[src/ocg_pkg.sv]
// Constants and state types shared by the oscillator clock gating block.
// Assumes a single 50 MHz system clock with a synchronous active-high reset.
package ocg_pkg;

  // ----------------------------------------------------------------------
  // Timing
  // ----------------------------------------------------------------------
  localparam int CLOCK_HZ = 50_000_000;
  localparam int RC_FREQ_HZ = 64_000;
  localparam int RC_CNT_W = 9;
  localparam int RC_HALF_CYC = CLOCK_HZ / (2 * RC_FREQ_HZ);

  // ----------------------------------------------------------------------
  // State layouts
  // ----------------------------------------------------------------------
  typedef struct packed {
    logic [1:0] xtal_sync;
    logic [1:0] pll_sync;
    logic pll_dly;
    logic xg_dly;
    logic [RC_CNT_W-1:0] rc_cnt;
    logic rc_lvl;
    logic xtal_div2;
    logic pll_div2;
    logic base;
    logic bus;
    logic amp_out;
  } ocg_state_t;

  typedef struct packed {
    logic en_held;
    logic gclk;
  } ocg_gate_state_t;

  localparam ocg_state_t STATE_RESET = '0;
  localparam ocg_gate_state_t GATE_RESET = '0;

endpackage : ocg_pkg

[src/ocg_gate_if.sv]
// Carrier between the top module and one glitch-free clock gate.
// Assumes source and enable are levels on the system clock.
`timescale 1ns/10ps
interface ocg_gate_if;
  logic src;
  logic en;
  logic gclk;
  modport gate (input src, input en, output gclk);
  modport user (output src, output en, input gclk);
endinterface : ocg_gate_if

[src/ocg_gate.sv]
// Glitch-free gate for a clock carried as a sampled level.
// Assumes the source level is synchronous to the system clock.
`timescale 1ns/10ps
module ocg_gate (
  // System
  input wire logic clock,
  input wire logic rst,
  // Gated clock carrier
  ocg_gate_if.gate g
);

  ocg_pkg::ocg_gate_state_t s_r;
  ocg_pkg::ocg_gate_state_t s_nxt;

  // The enable is only taken while the source is low, so the output never
  // shows a shortened high or low phase.
  always_comb
  begin
    s_nxt = s_r;
    if (!g.src)
    begin
      s_nxt.en_held = g.en;
    end
    s_nxt.gclk = g.src & s_nxt.en_held;
  end

  always_ff @(posedge clock)
  begin
    if (rst)
    begin
      s_r <= ocg_pkg::GATE_RESET;
    end
    else
    begin
      s_r <= s_nxt;
    end
  end

  assign g.gclk = s_r.gclk;

endmodule : ocg_gate

[src/ocg_top.sv]
// Digital control of the oscillator module: RC clock, crystal clock,
// PLL reference copy, base and bus clocks, with stop-mode gating.
// Assumes pins are asynchronous and all clocks are carried as levels.
//
// What this block does
// - Monitor clock comes only from RC oscillator.
// - RC clock runs after any reset.
// - RC clock free-runs at nominal 64 kHz.
// - RC disable bit stops RC in stop.
// - System enable gates crystal; gates RC only in stop with RC disable set.
// - RC clock feeds system module and monitor.
// - Crystal clock feeds generator and peripherals.
// - Separate buffered crystal copy is PLL reference.
// - Wait behaves exactly like run.
// - Stop removes enable, crystal clocks stop.
// - Keep-alive bit keeps crystal running in stop.
// - Break state leaves all clocks running.
// - Base is crystal/2 or PLL/2; bus half.
`timescale 1ns/10ps
module ocg_top #(
  parameter int CLK_HZ = ocg_pkg::CLOCK_HZ,
  parameter int RC_HZ = ocg_pkg::RC_FREQ_HZ
) (
  // System
  input wire logic clock,
  input wire logic rst,
  // Pins
  input wire logic crystal_amp_input,
  input wire logic pll_clock_in,
  output logic crystal_amp_output,
  // From the system integration module
  input wire logic oscillator_enable_from_sysint,
  input wire logic stop_mode,
  input wire logic wait_mode,
  input wire logic break_mode,
  input wire logic stop_rc_disable,
  input wire logic stop_crystal_keepalive,
  input wire logic base_select_pll,
  // Clock outputs
  output logic internal_rc_clock,
  output logic monitor_clock,
  output logic sysint_clock,
  output logic crystal_clock_out,
  output logic pll_reference_clock,
  output logic base_clock_out,
  output logic bus_clock_out
);

  // ----------------------------------------------------------------------
  // Configuration
  // ----------------------------------------------------------------------
  localparam int HALF = CLK_HZ / (2 * RC_HZ);
  localparam int RC_W = ocg_pkg::RC_CNT_W;
  localparam logic [ocg_pkg::RC_CNT_W-1:0] RC_LAST = RC_W'(HALF - 1);

  generate
    if (HALF < 2 || HALF > (1 << ocg_pkg::RC_CNT_W))
    begin : g_bad_rate
      $error("RC divider cannot serve this clock rate");
    end
  endgenerate

  ocg_pkg::ocg_state_t s_r;
  ocg_pkg::ocg_state_t s_nxt;
  logic xtal_on;
  logic rc_on;

  ocg_gate_if rc_g ();
  ocg_gate_if xt_g ();
  ocg_gate_if rf_g ();

  // ----------------------------------------------------------------------
  // Enables
  // ----------------------------------------------------------------------
  // Wait is deliberately not a term: it must not change any clock.
  always_comb
  begin
    xtal_on = oscillator_enable_from_sysint
              | (stop_mode & stop_crystal_keepalive)
              | break_mode;
    rc_on = oscillator_enable_from_sysint
            | ~stop_mode
            | ~stop_rc_disable
            | break_mode;
  end

  assign rc_g.src = s_r.rc_lvl;
  assign rc_g.en = rc_on;
  assign xt_g.src = s_r.xtal_sync[1];
  assign xt_g.en = xtal_on;
  assign rf_g.src = s_r.xtal_sync[1];
  assign rf_g.en = xtal_on;

  ocg_gate u_rc_gate (.clock(clock), .rst(rst), .g(rc_g.gate));
  ocg_gate u_xt_gate (.clock(clock), .rst(rst), .g(xt_g.gate));
  ocg_gate u_rf_gate (.clock(clock), .rst(rst), .g(rf_g.gate));

  // ----------------------------------------------------------------------
  // Dividers and synchronisers
  // ----------------------------------------------------------------------
  always_comb
  begin
    s_nxt = s_r;
    s_nxt.xtal_sync = {s_r.xtal_sync[0], crystal_amp_input};
    s_nxt.pll_sync = {s_r.pll_sync[0], pll_clock_in};
    s_nxt.pll_dly = s_r.pll_sync[1];
    s_nxt.xg_dly = xt_g.gclk;
    // The RC divider restarts at reset and then never stops counting.
    if (s_r.rc_cnt == RC_LAST)
    begin
      s_nxt.rc_cnt = '0;
      s_nxt.rc_lvl = ~s_r.rc_lvl;
    end
    else
    begin
      s_nxt.rc_cnt = s_r.rc_cnt + 1'b1;
    end
    if (xt_g.gclk && !s_r.xg_dly)
    begin
      s_nxt.xtal_div2 = ~s_r.xtal_div2;
    end
    if (s_r.pll_sync[1] && !s_r.pll_dly)
    begin
      s_nxt.pll_div2 = ~s_r.pll_div2;
    end
    // Switching the selector mid-phase can shorten one base phase; software
    // is expected to change it only while the generator is idle.
    s_nxt.base = base_select_pll ? s_r.pll_div2 : s_r.xtal_div2;
    if (s_nxt.base && !s_r.base)
    begin
      s_nxt.bus = ~s_r.bus;
    end
    s_nxt.amp_out = xtal_on & ~s_r.xtal_sync[1];
  end

  always_ff @(posedge clock)
  begin
    if (rst)
    begin
      s_r <= ocg_pkg::STATE_RESET;
    end
    else
    begin
      s_r <= s_nxt;
    end
  end

  // ----------------------------------------------------------------------
  // Outputs
  // ----------------------------------------------------------------------
  assign internal_rc_clock = rc_g.gclk;
  assign monitor_clock = rc_g.gclk;
  assign sysint_clock = rc_g.gclk;
  assign crystal_clock_out = xt_g.gclk;
  assign pll_reference_clock = rf_g.gclk;
  assign base_clock_out = s_r.base;
  assign bus_clock_out = s_r.bus;
  assign crystal_amp_output = s_r.amp_out;

  // ----------------------------------------------------------------------
  // Checks
  // ----------------------------------------------------------------------
  monitor_from_rc_a: assert property (@(posedge clock) disable iff (rst)
    monitor_clock == internal_rc_clock && sysint_clock == internal_rc_clock)
    else $error("monitor clock differs from RC clock");

  rc_half_period_a: assert property (@(posedge clock) disable iff (rst)
    (s_r.rc_cnt == RC_LAST) |=> $changed(s_r.rc_lvl) ##1 $stable(s_r.rc_lvl))
    else $error("RC level did not toggle at end of half period");

  rc_stop_disable_a: assert property (@(posedge clock) disable iff (rst)
    $rose(internal_rc_clock) |-> $past(rc_g.en) || $past(rc_g.en, 2))
    else $error("RC clock rose while disabled");

  rc_run_keeps_a: assert property (@(posedge clock) disable iff (rst)
    !stop_mode |-> rc_on)
    else $error("RC enable dropped outside stop");

  xtal_gate_en_a: assert property (@(posedge clock) disable iff (rst)
    $rose(crystal_clock_out) |-> $past(xtal_on) || $past(xtal_on, 2))
    else $error("crystal clock rose while gated off");

  keepalive_stop_a: assert property (@(posedge clock) disable iff (rst)
    (stop_mode && stop_crystal_keepalive) |-> xtal_on)
    else $error("keep-alive did not hold crystal enable");

  break_runs_a: assert property (@(posedge clock) disable iff (rst)
    break_mode |-> (xtal_on && rc_on))
    else $error("break state gated a clock");

  wait_as_run_a: assert property (@(posedge clock) disable iff (rst)
    (wait_mode && !stop_mode) |->
      (rc_on && (xtal_on == (oscillator_enable_from_sysint | break_mode))))
    else $error("wait state changed a clock enable");

  ref_copy_a: assert property (@(posedge clock) disable iff (rst)
    pll_reference_clock == crystal_clock_out)
    else $error("reference copy differs from crystal clock");

  whole_phase_a: assert property (@(posedge clock) disable iff (rst)
    $fell(crystal_clock_out) |-> !$past(s_r.xtal_sync[1]))
    else $error("crystal clock cut during high phase");

  bus_half_base_a: assert property (@(posedge clock) disable iff (rst)
    $changed(bus_clock_out) |-> $rose(base_clock_out))
    else $error("bus clock changed without base rising edge");

endmodule : ocg_top

[config.mk]
export PLATFORM = sky130hd
export DESIGN_NAME = ocg_top
export DESIGN_NICKNAME = d
export VERILOG_FILES = /design/src/ocg_pkg.sv /design/src/ocg_gate_if.sv /design/src/ocg_gate.sv /design/src/ocg_top.sv
export SDC_FILE = /design/constraint.sdc
export NUM_CORES = 1
export LEC_CHECK = 0
export ABC_AREA = 1
export BUFFER_PORTS_ARGS = -buffer_cell sky130_fd_sc_hd__buf_2
export CAP_MARGIN = 30
export CORE_AREA = 2 2 54 56
export DETAILED_ROUTE_END_ITERATION = 8
export DIE_AREA = 0 0 56 58
export SYNTH_ARGS = -nofsm -noshare
export SYNTH_HDL_FRONTEND = slang
export SYNTH_SLANG_ARGS = --single-unit
[constraint.sdc]
create_clock -name clock -period 3.4 [get_ports clock]
set_input_delay 0.34 -clock clock [delete_from_list [all_inputs] [get_ports clock]]
set_output_delay 0.34 -clock clock [all_outputs]
set_load 0.02 [all_outputs]
# --- Word-level counts from Yosys, hierarchy flattened ---
# Cells that the tools add are included.
# Widths: inputs -> output; s select.
word_totals:
  ff_bits: 27
  inputBits: 11
  output_inout_bits: 8
  wordCells: 47
op_classes:
  n_addsub: 1
  n_eq_ne: 1
  n_mux: 4
  n_bitwise: 17
  reduce_logical: 7
op_table:
  columns: ["operator", "count"]
  rows:
  - ["$add 9x1->9 const B", 1]
  - ["$eq 9x9->1 const B", 1]
  - ["$not 1->1", 7]
  - ["$and 1x1->1", 5]
  - ["$or 1x1->1", 5]
  - ["$mux 1", 4]
  - ["$logic_and 1x1->1", 3]
  - ["$logic_not 1->1", 3]
  - ["$reduce_or 2->1", 1]

# --- Logic depth before layout (Yosys ltp) ---
logic_depth:
  depth_word: 6
  mapped_depth: 9
  depth_no_buf: 9

# --- Cells and area by module ---
# From an unflattened synthesis, not the netlist that was laid out.
unflattened:
  hier_cells: 142
  area_unflattened_um2: 1106.1
by_module_without_submodules:
  columns: ["mod", "n_inst", "cells_each", "area_per_inst_um2", "seq_area_each_um2"]
  rows:
  - ["ocg_top", 1, 118, 895.9, 420.4]
  - ["ocg_gate", 3, 8, 70.1, 40.0]

# --- Least setup slack after synthesis ---
# Ideal clock, no wire load.
synth_timing:
  kind: "reg2reg"
  startpoint: "register s_r[6] in the netlist's numbering"
  endpoint: "register s_r[11] in the netlist's numbering"
  setup_time_ns: 0.109
  arrival_ns: 0.985
  t_required_ns: 3.291
  slack_ns: 2.306
  stages_incl_launch_ff: 9
  n_path_buf: 0
  synth_period_minus_slack_ns: 1.094
  cell_sequence: "dfxtp_1 > ha_1 > nand2_1 > nor2_1 > nand2_2 > nand2_4 > inv_2 > nand2_1 > inv_1"
synth_between:
  elab_chain_cells: 2
  word_cells_on_any_way: 3
  classes_between: "add/sub: 1; eq/ne: 1; reduce/logical: 1"
synth_lines:
  columns: ["item", "line", "text"]
  rows:
  - ["start: declaration", "ocg_top.sv:63", "ocg_pkg::ocg_state_t s_r;"]
  - ["start signal: assignment", "ocg_top.sv:140", "s_r <= ocg_pkg::STATE_RESET;"]
  - ["start signal: assignment", "ocg_top.sv:144", "s_r <= s_nxt;"]
  - ["branches (longest 2 deep; another with $add 9x1->9)", null, null]
# Several ways; the timed one is not identified.
# A chain may end at the register's enable or synchronous reset.

# --- Final worst setup path ---
layout_timing:
  startpoint: "register s_r[6] in the netlist's numbering"
  endpoint: "register s_r[12] in the netlist's numbering"
# Same word-level chain as after synthesis.

==> metrics.txt <==
status=finished clean; pre-CTS WS=2190 ps; DR pass1 iterations=4; vias in the first global route=695; die width=56 µm; PnR worst setup slack=2170 ps; Worst Hold Class=in -> reg; Netlist Area Pre-Place=1020 µm²; Ant. Diodes=0; Yosys reg bits=25; Yosys cell types=19; Post-Synthesis Cells=roughly 140; Remaining Overflow, GRT=0; Post-Route WL=roughly 1.6 mm; Final Cell Area=1140 µm²; Mapped Avg Cell Area=7.31 µm²; Clock Latency Late Sink=320 ps; register clock-pin slew on the reported worst setup and hold paths=roughly 140 ps; number of remaining DRC errors=0; clock root cell=clkbuf_4; crit-path max FO=8; gr usage total=11.3%; Hold Vio Cnt, Final=0; Multi-input gate area=398 µm²; CTS Sinks=25; syn nets=approximately 150; setup TNS=0 ps; sequential share of power=64.9%; Routed Antenna Nets=0; Setup Buffers After CTS=0; Sw Pwr=roughly 110 µW; post-synthesis mux area share=0%; fin crit period=1230 ps; Synth area leader=dfxtp_1; Initial DRC Count=15; largest family of logic cells by synthesized area=simple AND/OR/NAND/NOR gates; PostCTS Resize Cnt=0; Sw Ratio=24.1%; htree depth=1; Pleak=0.523 nW; achievable clock frequency=between 800 and 900 MHz; worst clock skew=1.43 ps; row count=19; Crit path required time=3640 ps; Reg area=500 µm²; first-pass GRT wire length=between 2 and 3 mm; Compound-Gate Fraction of Synth Area=6.65%; Slew @ Worst Pin=about 320 ps; Comb pwr share=6.5%; unrepaired setup endpoints after global routing=no; hold_buf cts=0; Ports=19; CTS tree=done; startpoint types=register; simple-gate share of the synthesized area=28.3%; NumNets Final=169; Setup violations, final=0; Setup Crit Path Kind=reg -> reg; P_int=between 300 and 400 µW; Inst Count DP=182; Max VDD drop=0.235 mV; fin cells=186; Max-Cap Viols=0; RePlAce Congestion=0.795; clock share of power=28.5%; Critical Path Sink Type=register; number of CTS-inserted buffers=3; top cells by area, synth=dfxtp_1 49%, nand2_1 12%, nor2_1 9.2%; Cell Area, Placed=1110 µm²; initial antenna violation count=0; fillers=between 200 and 300; top-area cell type share of the netlist area=49.3%; Synth Area in XOR/XNOR=1.72%; via count=between 800 and 900; Final Cycle Share=36.1%; DPL Wire Length=1.22 mm; layout cells sized above 1=approximately 18%; total power per unit cell area=418 nW/µm²; Starting Density=38.2%; Synth Area in Adders=2.46%; sequential element share of the synthesized area=49.3%; die height=58 µm; Area Growth Syn to Fin=12.1%; Routed wire per std cell=8.64 µm; Die Area=between 3000 and 4000 µm²; Yosys warnings=0; largest net degree at the start of global routing=17; post-layout util=between 40% and 50%; Placeable Area=approximately 2700 µm²; Critical Path AT=1460 ps; Slew Limit Fails=0; PortBufs=17; Via density=between 4 and 5; clock tree buffer depth=2; slew margin rel.=78.2%
routing by layer:
layer	share of wire, %	track usage [%]	up-vias
met5	0	0	-
met4	1.4	6.12	0
met3	5.4	2.68	2
met2	43	17.5	17
met1	50	14.6	350
li1	-	-	442
final cells by class:
cell class / instances / share of cell area (%)
timing repair buffer: 17 / 7.47
clock inverter: 1 / 0.659
multi-input combinational: 86 / 34.9
clock buffer: 3 / 1.98
tap: 31 / 3.41
inverter: 23 / 7.58
sequential: 25 / 44.0
registers in the layout (all words and copies together), names as in the netlist, named ones only:
register            count
rc_g.src                1
s_nxt                   3
u_rc_gate.s_r           1
u_xt_gate.g.gclk        1
rf_g.src                1
crystal_amp_output      1
base_clock_out          1
s_r                    13
u_rc_gate.g.gclk        1
bus_clock_out           1
path summary, 6_finish.rpt:
| kind | startpoint | end | slack (ps) | cells after the start |
|---|---|---|---|---|
| setup / recovery | s_r[6] | s_r[12] | 2170 | 8 |
| hold reg to reg | s_nxt[18] | s_nxt[16] | 420 | 2 |
| setup reg to reg | s_r[6] | s_r[12] | 2170 | 8 |
| hold / removal | crystal_amp_input | s_nxt[20] | 200 | 3 |
placed cells by master (no fill, tap or decap):
cell type and n:
nand2_1 32, nor2_1 25, dfxtp_1 25, inv_1 21, buf_2 17, a21oi_1 8, nand3_1 6, o21ai_0 4
clkbuf_4 3, inv_2 2, nand2_2 2, nor2_2 2, ha_1 2, nand2_4 1, xnor2_1 1, nand3b_1 1
a21o_1 1, xor2_1 1, clkinvlp_4 1
synthesized netlist by cell type:
cell	count
nand2_1	32
dfxtp_1	25
nor2_1	25
inv_1	21
a21oi_1	8
nand3_1	6
o21ai_0	4
buf_4	3
ha_1	2
inv_2	2
nand2_2	2
nor2_2	2
a21o_1	1
buf_2	1
clkbuf_1	1
nand2_4	1
nand3b_1	1
xnor2_1	1
xor2_1	1
metrics by stage:
step	power, mW	hold WS [ps]
CTS	0.483	200
global placement	0.346	391
global route	0.501	211
detailed placement	0.347	401
finish	0.476	205
floorplan	0.336	388
critical path: stages, from the launching register on:
cell and delay (ps):
dfxtp_1 420, ha_1 180, nand2_1 50, nor2_1 160, nand2_2 100, nand2_4 110
inv_2 50, nand2_1 50, inv_1 30
cell families after synthesis:
| kind of cell | after synthesis |
|---|---|
| xor+xnor | 2 |
| compound gates | 13 |
| buf+inv | 28 |
| flops | 25 |
| simple gates | 69 |
| fa+ha+maj | 2 |
power by group through the flow:
stage	logic, mW	clock network, mW	registers, mW
floorplan	0.0194	0	0.317
global placement	0.0308	0	0.315
detailed placement	0.0315	0	0.316
CTS	0.0317	0.142	0.309
global route	0.0365	0.153	0.311
finish	0.0310	0.136	0.309
(Power assumes the default switching activity.)
